### config.mk
export PLATFORM = sky130hd
export DESIGN_NAME = core_performance_counters
export DESIGN_NICKNAME = d
export VERILOG_FILES = /design/src/hdl/perf_counter_pkg.sv /design/src/hdl/event_select_mux.sv /design/src/hdl/wrap_counter.sv /design/src/hdl/core_performance_counters.sv
export SDC_FILE = /design/constraint.sdc
export NUM_CORES = 1
export LEC_CHECK = 0
export BUFFER_PORTS_ARGS = -buffer_cell sky130_fd_sc_hd__buf_2
export CAP_MARGIN = 15
export CELL_PAD_IN_SITES_DETAIL_PLACEMENT = 1
export CELL_PAD_IN_SITES_GLOBAL_PLACEMENT = 1
export CORE_UTILIZATION = 35
export CTS_BUF_LIST = sky130_fd_sc_hd__clkbuf_8
export DETAILED_ROUTE_END_ITERATION = 10
export PLACE_DENSITY = 0.75
export SYNTH_ARGS = -nofsm -noshare
export SYNTH_HDL_FRONTEND = slang
export SYNTH_SLANG_ARGS = --single-unit
### constraint.sdc
create_clock -name sys_clk_i -period 3.65 [get_ports sys_clk_i]
set_input_delay 0.73 -clock sys_clk_i [delete_from_list [all_inputs] [get_ports sys_clk_i]]
set_output_delay 0.73 -clock sys_clk_i [all_outputs]
set_load 0.02 [all_outputs]
### src/hdl/perf_counter_pkg.sv
package perf_counter_pkg;

   // -----------------------------------------------------------------
   // Register offsets (byte addresses within the special register space)
   // -----------------------------------------------------------------
   localparam logic [15:0] counter_control_offset             = 16'hfc00;
   localparam logic [15:0] clock_cycle_counter_offset         = 16'hfc04;
   localparam logic [15:0] retired_instruction_counter_offset = 16'hfc08;
   localparam logic [15:0] event_counter_one_offset           = 16'hfc0c;
   localparam logic [15:0] event_counter_two_offset           = 16'hfc10;
   localparam logic [15:0] event_counter_three_offset         = 16'hfc14;

   // -----------------------------------------------------------------
   // Control register fields
   // -----------------------------------------------------------------
   localparam int          mode_bit_pos          = 0;
   localparam int          enable_bit_pos        = 1;
   localparam int          select_one_lsb        = 2;
   localparam int          select_two_lsb        = 5;
   localparam int          select_three_lsb      = 8;
   localparam int          select_width          = 3;
   localparam int          control_width         = 11;
   localparam logic [10:0] control_reset_value   = 11'h000;

   // -----------------------------------------------------------------
   // Counter layout
   // -----------------------------------------------------------------
   localparam int          count_width           = 31;
   localparam int          sticky_bit_pos        = 31;
   localparam int          counter_total         = 5;
   localparam logic [31:0] counter_reset_value   = 32'h0000_0000;

   // Event selector count: number of implemented sources per selector.
   localparam int          event_source_count    = 8;

endpackage

### src/hdl/event_select_mux.sv
`timescale 1ns/1ps

// Picks one implementation-specific event pulse out of a source vector.
module event_select_mux #(
   parameter int SOURCES = 8
) (
   input  wire logic [SOURCES-1:0] events_i,
   input  wire logic [2:0]         select_i,
   output logic                    event_o
);

   // A three-bit selector cannot reach more than eight sources.
   if (SOURCES < 1 || SOURCES > 8) begin : g_bad_sources
      $error("event_select_mux: SOURCES must be 1..8");
   end

   // -----------------------------------------------------------------
   // Selection
   // -----------------------------------------------------------------

   // Unimplemented codes select nothing so that they never count.
   always_comb begin
      event_o = 1'b0;
      if (32'(select_i) < SOURCES) begin
         event_o = events_i[select_i];
      end
   end

endmodule

### src/hdl/wrap_counter.sv
`timescale 1ns/1ps

// One 31-bit wrapping counter with a sticky wrap flag in bit 31.
module wrap_counter #(
   parameter int WIDTH = 31
) (
   input  wire logic             sys_clk_i,
   input  wire logic             reset_i,
   input  wire logic             count_i,
   input  wire logic             write_i,
   input  wire logic [WIDTH:0]   write_data_i,
   output logic      [WIDTH:0]   value_o
);

   typedef struct packed {
      logic             sticky;
      logic [WIDTH-1:0] count;
   } state_type;

   state_type state_q;
   state_type state_d;

   // The sticky bit must fit in a 32-bit register word above the count.
   if (WIDTH < 2 || WIDTH > 31) begin : g_bad_width
      $error("wrap_counter: WIDTH must be 2..31");
   end

   // -----------------------------------------------------------------
   // Next state
   // -----------------------------------------------------------------

   // The parent only raises write_i while counting is stopped, so an
   // increment and a write never meet in the same cycle.
   always_comb begin
      state_d = state_q;
      if (write_i) begin
         state_d = state_type'(write_data_i);
      end else if (count_i) begin
         state_d.count = state_q.count + {{(WIDTH-1){1'b0}}, 1'b1};
         if (&state_q.count) begin
            state_d.sticky = 1'b1;
         end
      end
   end

   // -----------------------------------------------------------------
   // State register
   // -----------------------------------------------------------------

   always_ff @(posedge sys_clk_i) begin
      if (reset_i) begin
         state_q <= '0;
      end else begin
         state_q <= state_d;
      end
   end

   assign value_o = state_q;

endmodule

### src/hdl/core_performance_counters.sv
`timescale 1ns/1ps

// Notes on behaviour
// - Counters only watch pipeline activity and never stall or alter execution.
// - Control bit 1 enables all five counters together; 0 stops them all.
// - Control bit 0 selects Normal mode (0) or Task mode (1) for every counter.
// - Normal mode counts each trigger from enable until disable.
// - Task mode additionally needs the debug start action to be active.
// - Counting mode means enable set and the selected mode active.
// - Counter writes during counting mode are ignored; value unchanged.
// - Counters read any time; writes accepted while counting is off.
// - Each counter is 31 bits and wraps to zero, never stopping.
// - Bit 31 sets when the low bits wrap and holds until software writes.
// - Counting starts the cycle enabled, with no pipeline stage alignment.
// - Three 3-bit fields at 4:2, 7:5, 10:8 select the event sources.
// - Control register resets to zero: counting off, Normal mode.
// - Cycle counts clocks, instruction counts retires, events are cache statistics.
module core_performance_counters #(
   parameter int SOURCES = perf_counter_pkg::event_source_count
) (
   input  wire logic               sys_clk_i,
   input  wire logic               reset_i,
   input  wire logic               reg_write_i,
   input  wire logic               reg_read_i,
   input  wire logic [15:0]        reg_addr_i,
   input  wire logic [31:0]        reg_write_data_i,
   output logic      [31:0]        reg_read_data_o,
   output logic                    reg_hit_o,
   input  wire logic               instruction_retired_i,
   input  wire logic               task_window_active_i,
   input  wire logic [SOURCES-1:0] event_sources_one_i,
   input  wire logic [SOURCES-1:0] event_sources_two_i,
   input  wire logic [SOURCES-1:0] event_sources_three_i,
   output logic                    counting_mode_o
);

   localparam int N = perf_counter_pkg::counter_total;
   localparam int W = perf_counter_pkg::count_width;

   // The three-bit select fields cannot address more than eight sources.
   if (SOURCES < 1 || SOURCES > 8) begin : g_bad_sources
      $error("core_performance_counters: SOURCES must be 1..8");
   end

   // -----------------------------------------------------------------
   // State
   // -----------------------------------------------------------------

   typedef struct packed {
      logic [2:0] event_select_three;
      logic [2:0] event_select_two;
      logic [2:0] event_select_one;
      logic       count_enable;
      logic       counting_mode_select;
   } control_type;

   typedef struct packed {
      control_type counter_control;
      logic [31:0] read_data;
      logic        read_hit;
   } state_type;

   state_type state_q;
   state_type state_d;

   // -----------------------------------------------------------------
   // Counting mode
   // -----------------------------------------------------------------

   logic mode_active;
   logic counting;

   // Task mode gates on the debug start action; Normal mode is always active.
   // The debug signal comes from core logic on this same clock, so it is
   // used directly and counting starts in the cycle it is seen.
   assign mode_active = state_q.counter_control.counting_mode_select
                        ? task_window_active_i : 1'b1;
   assign counting    = state_q.counter_control.count_enable & mode_active;
   assign counting_mode_o = counting;

   // -----------------------------------------------------------------
   // Event selection
   // -----------------------------------------------------------------

   logic [N-1:0] trigger;
   logic [2:0]   selector [3];

   assign selector[0] = state_q.counter_control.event_select_one;
   assign selector[1] = state_q.counter_control.event_select_two;
   assign selector[2] = state_q.counter_control.event_select_three;

   // Cycle counter sees every clock, instruction counter every retire.
   assign trigger[0] = 1'b1;
   assign trigger[1] = instruction_retired_i;

   logic [SOURCES-1:0] event_sources [3];

   // Gather the three source vectors so one loop can serve every selector.
   assign event_sources[0] = event_sources_one_i;
   assign event_sources[1] = event_sources_two_i;
   assign event_sources[2] = event_sources_three_i;

   // One selector per event counter; they differ only in their inputs.
   for (genvar j = 0; j < 3; j++) begin : g_select
      event_select_mux #(
         .SOURCES (SOURCES)
      ) u_select (
         .events_i (event_sources[j]),
         .select_i (selector[j]),
         .event_o  (trigger[j + 2])
      );
   end

   // -----------------------------------------------------------------
   // Counters
   // -----------------------------------------------------------------

   logic [15:0] counter_offset [N];
   logic [31:0] counter_value  [N];
   logic [N-1:0] counter_write;

   assign counter_offset[0] = perf_counter_pkg::clock_cycle_counter_offset;
   assign counter_offset[1] = perf_counter_pkg::retired_instruction_counter_offset;
   assign counter_offset[2] = perf_counter_pkg::event_counter_one_offset;
   assign counter_offset[3] = perf_counter_pkg::event_counter_two_offset;
   assign counter_offset[4] = perf_counter_pkg::event_counter_three_offset;

   // Counters are pure observers: no output here feeds back into the
   // pipeline, so measurement cannot perturb execution.
   for (genvar i = 0; i < N; i++) begin : g_counter
      // A write is dropped while counting; writes never raise a hit, only reads do.
      assign counter_write[i] = reg_write_i && !counting
                                && (reg_addr_i == counter_offset[i]);

      wrap_counter #(
         .WIDTH (W)
      ) u_counter (
         .sys_clk_i    (sys_clk_i),
         .reset_i      (reset_i),
         .count_i      (counting & trigger[i]),
         .write_i      (counter_write[i]),
         .write_data_i (reg_write_data_i),
         .value_o      (counter_value[i])
      );
   end

   // -----------------------------------------------------------------
   // Register access
   // -----------------------------------------------------------------

   // Reads return a registered copy one cycle after the strobe.
   always_comb begin
      state_d           = state_q;
      state_d.read_hit  = 1'b0;
      state_d.read_data = 32'h0000_0000;
      if (reg_write_i && reg_addr_i == perf_counter_pkg::counter_control_offset) begin
         // Only the low eleven bits are stored; the rest are dropped.
         state_d.counter_control =
            control_type'(reg_write_data_i[perf_counter_pkg::control_width-1:0]);
      end
      if (reg_read_i) begin
         if (reg_addr_i == perf_counter_pkg::counter_control_offset) begin
            state_d.read_hit  = 1'b1;
            state_d.read_data = {21'h000000, state_q.counter_control};
         end
         for (int k = 0; k < N; k++) begin
            if (reg_addr_i == counter_offset[k]) begin
               state_d.read_hit  = 1'b1;
               state_d.read_data = counter_value[k];
            end
         end
      end
   end

   always_ff @(posedge sys_clk_i) begin
      if (reset_i) begin
         state_q.counter_control <= control_type'(perf_counter_pkg::control_reset_value);
         state_q.read_data       <= 32'h0000_0000;
         state_q.read_hit        <= 1'b0;
      end else begin
         state_q <= state_d;
      end
   end

   assign reg_read_data_o = state_q.read_data;
   assign reg_hit_o       = state_q.read_hit;

endmodule

==> results_dict.tcl, run 1 <==
set metrics [dict create \
    dpl.hpwl_mm 37.3 \
    crit_type "reg -> out" \
    critical_path.top_delay_family "buffers and inverters" \
    final_cell_mix "dfxtp_1 (204), nor2_1 (193), nand2_1 (144)" \
    critPathLaunchType "register" \
    via_per_inst 6.15 \
    path_clk_slew_ns 0.06 \
    grt_pass1_vias 12300 \
    drtIter0Drc 1133 \
    r2r-end "g_counter[3].u_counter.value_o[3]$_SDFFE_PP0P_" \
    max-clock-path-buffers 3 \
    worst_path_max_delay_cell "inv_1" \
    wire_per_inst_um 23.9 \
    required_ns 2.92 \
    cp-end-kind "primary output" \
    cp_num_buf_inv 3 \
    io_pins 112 \
    wl_met2_mm 22.1 \
    power_mw 4.76 \
    yosysWarnings 0 \
    clock_tree.root_cell "clkbuf_8" \
    wl_met1_mm 21.7 \
    initial_utilization_pct 35.7 \
    num_rows 66 \
    synth-main-ff-cell "dfxtp_1" \
    top_layer_used "met4" \
    status "completed" \
    drive_above_1_share_pct 15.6 \
    min_from "state_q[33]$_SDFFE_PP0P_" \
    relSlewSlack_pct 35.1 \
    grt_max_degree 91 \
    numCtsBuffers 40 \
    cts_hold_buf 0 \
    core_area_um2 32700 \
    overflow 0 \
    antenna_found_initial 0 \
    routabilityCongestion 0.958 \
    crit_fanout 11 \
    dieWidth_um 185 \
    cts_htree_levels 2 \
    dpl_worst_slack_ns 0.549 \
    slowest_delay_ns 0.36 \
    setup_viol 0 \
    hold_path_class "reg -> reg" \
    rsz0062_at_grt "no" \
    drt-pass1-iter-count 9 \
    dpl_cell_area_um2 12600 \
    leakagePower_nw 4.39 \
    holdWs_ns 0.489 \
    skew_ns 0.0232 \
    cts_tree "yes" \
    ys_seq_area_share_pct 35.0 \
    finalInstanceArea_um2 13400 \
    ys_types 68 \
    utilization_pct 40.8 \
    ant_nets 0 \
    synth_nets 1615 \
    diodes 0 \
    worst_hold_path.endpoint "state_q[33]$_SDFFE_PP0P_" \
    reg2reg_from "selector[3]$_SDFFE_PP0P_" \
    route.detailed.drc 0 \
    max_slew.worst_pin.slew_ns 0.971 \
    portBuffers 111 \
    rrSetupSlack_ns 0.88 \
    cts_resized 0 \
    finalCritPeriodShare_pct 79.2 \
    grt_usage_pct 28.9 \
    dieArea_um2 34100 \
    place_inst 2008 \
    yosysTopAreaCell "dfxtp_1" \
    routed_wl_mm 49.7 \
    crit_chain "nand2b_1 > nand2_1 > buf_4 > inv_1 > buf_2" \
    grt_pass1_wl_mm 74.8 \
    vias 12700 \
    setup_ws_ns 0.758 \
    synth_top_area_share_pct 35.0 \
    synth_seq_cells 204 \
    clock_sinks 204 \
    crit_arrival_ns 2.16 \
    fin_crit_ns 2.89 \
    fin_cells 2074 \
    netlist_area_um2 11700 \
    final_net_count 1691 \
    max_freq_mhz 346 \
    post-cts-setup-buffers 0 \
    dieHeight_um 185 \
    holdPathStages 2 \
    netlist_instances 1532 \
    power_per_cell_area_nw_per_um2 357 \
    postSynthAreaPerCell_um2 7.62 \
    area_growth_pct 14.4 \
    drv_slew 0 \
    synth_area_leaders "dfxtp_1 (35%), nor2_1 (6.2%), a21oi_1 (5.1%)" \
    tns_ns 0 \
    hold_viol 0 \
    rr_worst_depth 7 \
    cap_viol_max_count 0 \
    wl_met3_mm 4.25 \
    final_common_cell "dfxtp_1" \
    insertion_delay_ns 0.55 \
    peakVddDrop_mv 0.168 \
    synth-async-reset-ratio_pct 0 \
    synth_enable_flop_cells 0 \
]
cell families after synthesis:
group / share of synthesized area (%)
AOI/OAI and AO/OA: 23.9
and+or+nand+nor: 29.1
buffers and inverters: 5.78
xor gates and xnor gates: 4.43
muxes: 1.31
DFF: 35.0
adders and majority gates: 0.536
worst reg2reg max path, cell delays in order (launching register included):
cell      delay (ns)
dfxtp_1         0.54
mux2i_1         0.14
a311oi_1        0.70
nand3_1         0.42
buf_4           0.31
and2_1          0.22
o21ai_0         0.21
a31oi_1         0.10
worst max-delay path by stage:
stage	slack [ns]	start	end	depth (start not counted)
global placement	0.56	task_window_active_i	g_counter[3].u_counter.value_o[0]$_SDFFE_PP0P_	8
floorplan	1.14	reg_addr_i[4]	reg_read_data_o[9]$_SDFF_PP0_	8
CTS	0.84	state_q[33]$_SDFFE_PP0P_	counting_mode_o	5
finish	0.76	state_q[33]$_SDFFE_PP0P_	counting_mode_o	5
detailed placement	0.55	task_window_active_i	g_counter[3].u_counter.value_o[0]$_SDFFE_PP0P_	8
global route	0.69	selector[3]$_SDFFE_PP0P_	g_counter[3].u_counter.value_o[3]$_SDFFE_PP0P_	7
per-layer routing:
layer	GRT usage [%]	vias up
li1	-	5808
met1	40.1	6276
met2	45.5	560
met3	4.86	104
met4	9.22	0
met5	0	-
registers in the layout (all words and copies together), names as in the netlist:
register / cells
g_counter.u_counter.value_o: 160
state_q: 2
reg_read_data_o: 32
reg_hit_o: 1
selector: 9
layout make-up:
cell class	count	area, µm²
sequential	204	4080
tap	442	553
inverter	21	78.8
clock buffer	50	688
multi-input combinational	1183	6930
clock inverter	16	88.8
fill	4058	19300
timing repair buffer	158	927
power by group:
part / switching, mW / leakage (nW) / internal (mW)
Clock: 1.04 / 0.451 / 1.29
Combinational: 0.154 / 2.30 / 0.0556
Sequential: 0.0000374 / 1.64 / 2.23
Total: 1.19 / 4.39 / 3.57
synthesized netlist by cell type, drive strengths merged, types with 11 or more instances:
master and count:
and4 11, or2 17, a221oi 14, nor3 54, and3 22, dfxtp 204
buf 41, a211oi 64, or3 27, o211ai 13, a2bb2oi 20, xnor2 28
and2 17, nor2 194, a31oi 35, nand3 99, o21ai 52, inv 21
clkbuf 83, nand4 46, xor2 31, nand2 144, a22oi 20, a21oi 120
nor4 29
Note: power is estimated with default switching activity, not from simulation.
==> run 2: changes to the inputs <==
Settings changed: PLACE_DENSITY 0.75 to 0.78.
Clock period 3.65 ns to 2.44 ns, I/O delays scaled along.
==> run 2 against run 1 <==
Worst setup slack got worse by 0.70 ns. Via count rose by 3.9%. Clock skew rose by 0.0012 ns. Total power rose by 45%.
==> results_dict.tcl, run 2 (synthesis gave the netlist of run 1 again) <==
set metrics [dict create \
    initial_utilization_pct 35.7 \
    leakagePower_nw 4.82 \
    antenna_found_initial 0 \
    status "completed" \
    utilization_pct 43.1 \
    dieWidth_um 185 \
    swShare_pct 26.1 \
    final_common_cell "dfxtp_1" \
    max_slew.worst_pin.slew_ns 0.943 \
    routabilityCongestion 0.994 \
    drt-pass1-iter-count 7 \
    final_cell_mix "dfxtp_1 (203), nor2_1 (193), nand2_1 (144)" \
    hold_path_class "in -> reg" \
    num_rows 66 \
    crit_type "reg -> out" \
    power.internal_mw 5.11 \
    crit_arrival_ns 1.90 \
    finalCritPeriodShare_pct 97.7 \
    grt_pass1_wl_mm 79.0 \
    setup_ws_ns 0.0563 \
    grt_pass1_vias 13200 \
    pwr-share-clk_pct 46.8 \
    drtIter0Drc 1090 \
    drv_slew 0 \
    clock_tree.root_cell "clkbuf_8" \
    switchingPower_mw 1.80 \
    max_freq_mhz 420 \
    skew_ns 0.0243 \
    ant_nets 0 \
    grt_max_degree 131 \
    vias 13200 \
    dpl.hpwl_mm 39.4 \
    cap_viol_max_count 0 \
    p_seq_share_pct 48.2 \
    path_clk_slew_ns 0.06 \
    dieHeight_um 185 \
    relSlewSlack_pct 36.9 \
    critPathLaunchType "register" \
    cts_tree "yes" \
    routed_wl_mm 52.0 \
    portBuffers 111 \
    setup_viol 0 \
    p_comb_share_pct 5.0 \
    peakVddDrop_mv 0.387 \
    cts_htree_levels 2 \
    cp-end-kind "primary output" \
    area_growth_pct 20.8 \
    via_per_inst 6.13 \
    drive_above_1_share_pct 20.2 \
    post-cts-setup-buffers 0 \
    overflow 0 \
    hold_viol 0 \
    insertion_delay_ns 0.55 \
    wire_per_inst_um 24.1 \
    grt_usage_pct 30.6 \
    final_net_count 1777 \
    fin_crit_ns 2.38 \
    largest_reg_flops 160 \
    cts_hold_buf 0 \
    power_per_cell_area_nw_per_um2 490 \
    required_ns 1.95 \
    cts_resized 0 \
    dieArea_um2 34100 \
    crit_fanout 10 \
    dpl_worst_slack_ns -0.146 \
    numCtsBuffers 39 \
    max-clock-path-buffers 3 \
    rsz0062_at_grt "no" \
    route.detailed.drc 0 \
    core_area_um2 32700 \
    clock_sinks 204 \
    io_pins 112 \
]
[run 2: cell types whose count changed in the layout (fill, tap and decap cells not counted), moves of 4 or more]
cell / delta
buf_12: +11
clkinv_2: +6
clkbuf_8: -5
inv_1: -4
buf_4: +76
[run 2: critical path, stage by stage, from the launching register on]
cell	delay (ns)
dfxtp_1	0.36
nand2b_1	0.18
nand2_1	0.14
buf_4	0.18
inv_1	0.09
buf_4	0.21
buf_2	0.19
[run 2: layer usage]
metal  GRT usage [%]  vias up  routed length (µm)
met2            48.8      543               23300
met5               0        -                   0
met4            12.0        0                2010
met1            41.7     6583               22700
met3            3.91      122                4020
li1                -     5992                   -
[run 2: worst paths after layout]
path,start,end,slack (ns),cells past startpoint
max,state_q[33]$_SDFFE_PP0P_,counting_mode_o,0.06,6
min,reg_write_i,state_q[33]$_SDFFE_PP0P_,0.30,3
min reg2reg,g_counter[2].u_counter.value_o[1]$_SDFFE_PP0P_,g_counter[2].u_counter.value_o[1]$_SDFFE_PP0P_,0.50,2
max reg2reg,state_q[33]$_SDFFE_PP0P_,g_counter[1].u_counter.value_o[5]$_SDFFE_PP0P_,0.09,6
[run 2: through the flow]
| stage | area (µm²) | hold WS (ns) | total power [mW] | instances | setup TNS, ns |
|---|---|---|---|---|---|
| 6_report | 14100 | 0.305 | 6.91 | 2160 | 0 |
| 5_1_grt | 14100 | 0.304 | 7.09 | 2159 | 0 |
| 3_3_place_gp | 13400 | 0.478 | 3.73 | 2095 | -0.194 |
| 3_5_place_dp | 13400 | 0.487 | 3.73 | 2095 | -0.720 |
| 4_1_cts | 14100 | 0.278 | 6.95 | 2159 | 0 |
| 2_1_floorplan | 11700 | 0.457 | 3.51 | 1532 | 0 |
[run 2: layout make-up]
type	instances	area, µm²
fillers	4058	18600
multi-input cells	1183	6950
flip-flops and latches	204	4090
repair buffers	245	1720
clock buffers	45	619
well taps	442	553
clock inverters	19	90.1
inverters	21	78.8
diodes	1	2.50
[run 2: power by group through the flow]
stage          logic (mW)  registers, mW  clock network [mW]
6_report            0.344           3.33                3.24
5_1_grt             0.351           3.33                3.41
4_1_cts             0.331           3.33                3.29
3_5_place_dp        0.330           3.40                   0
3_3_place_gp        0.328           3.40                   0
2_1_floorplan       0.104           3.40                   0
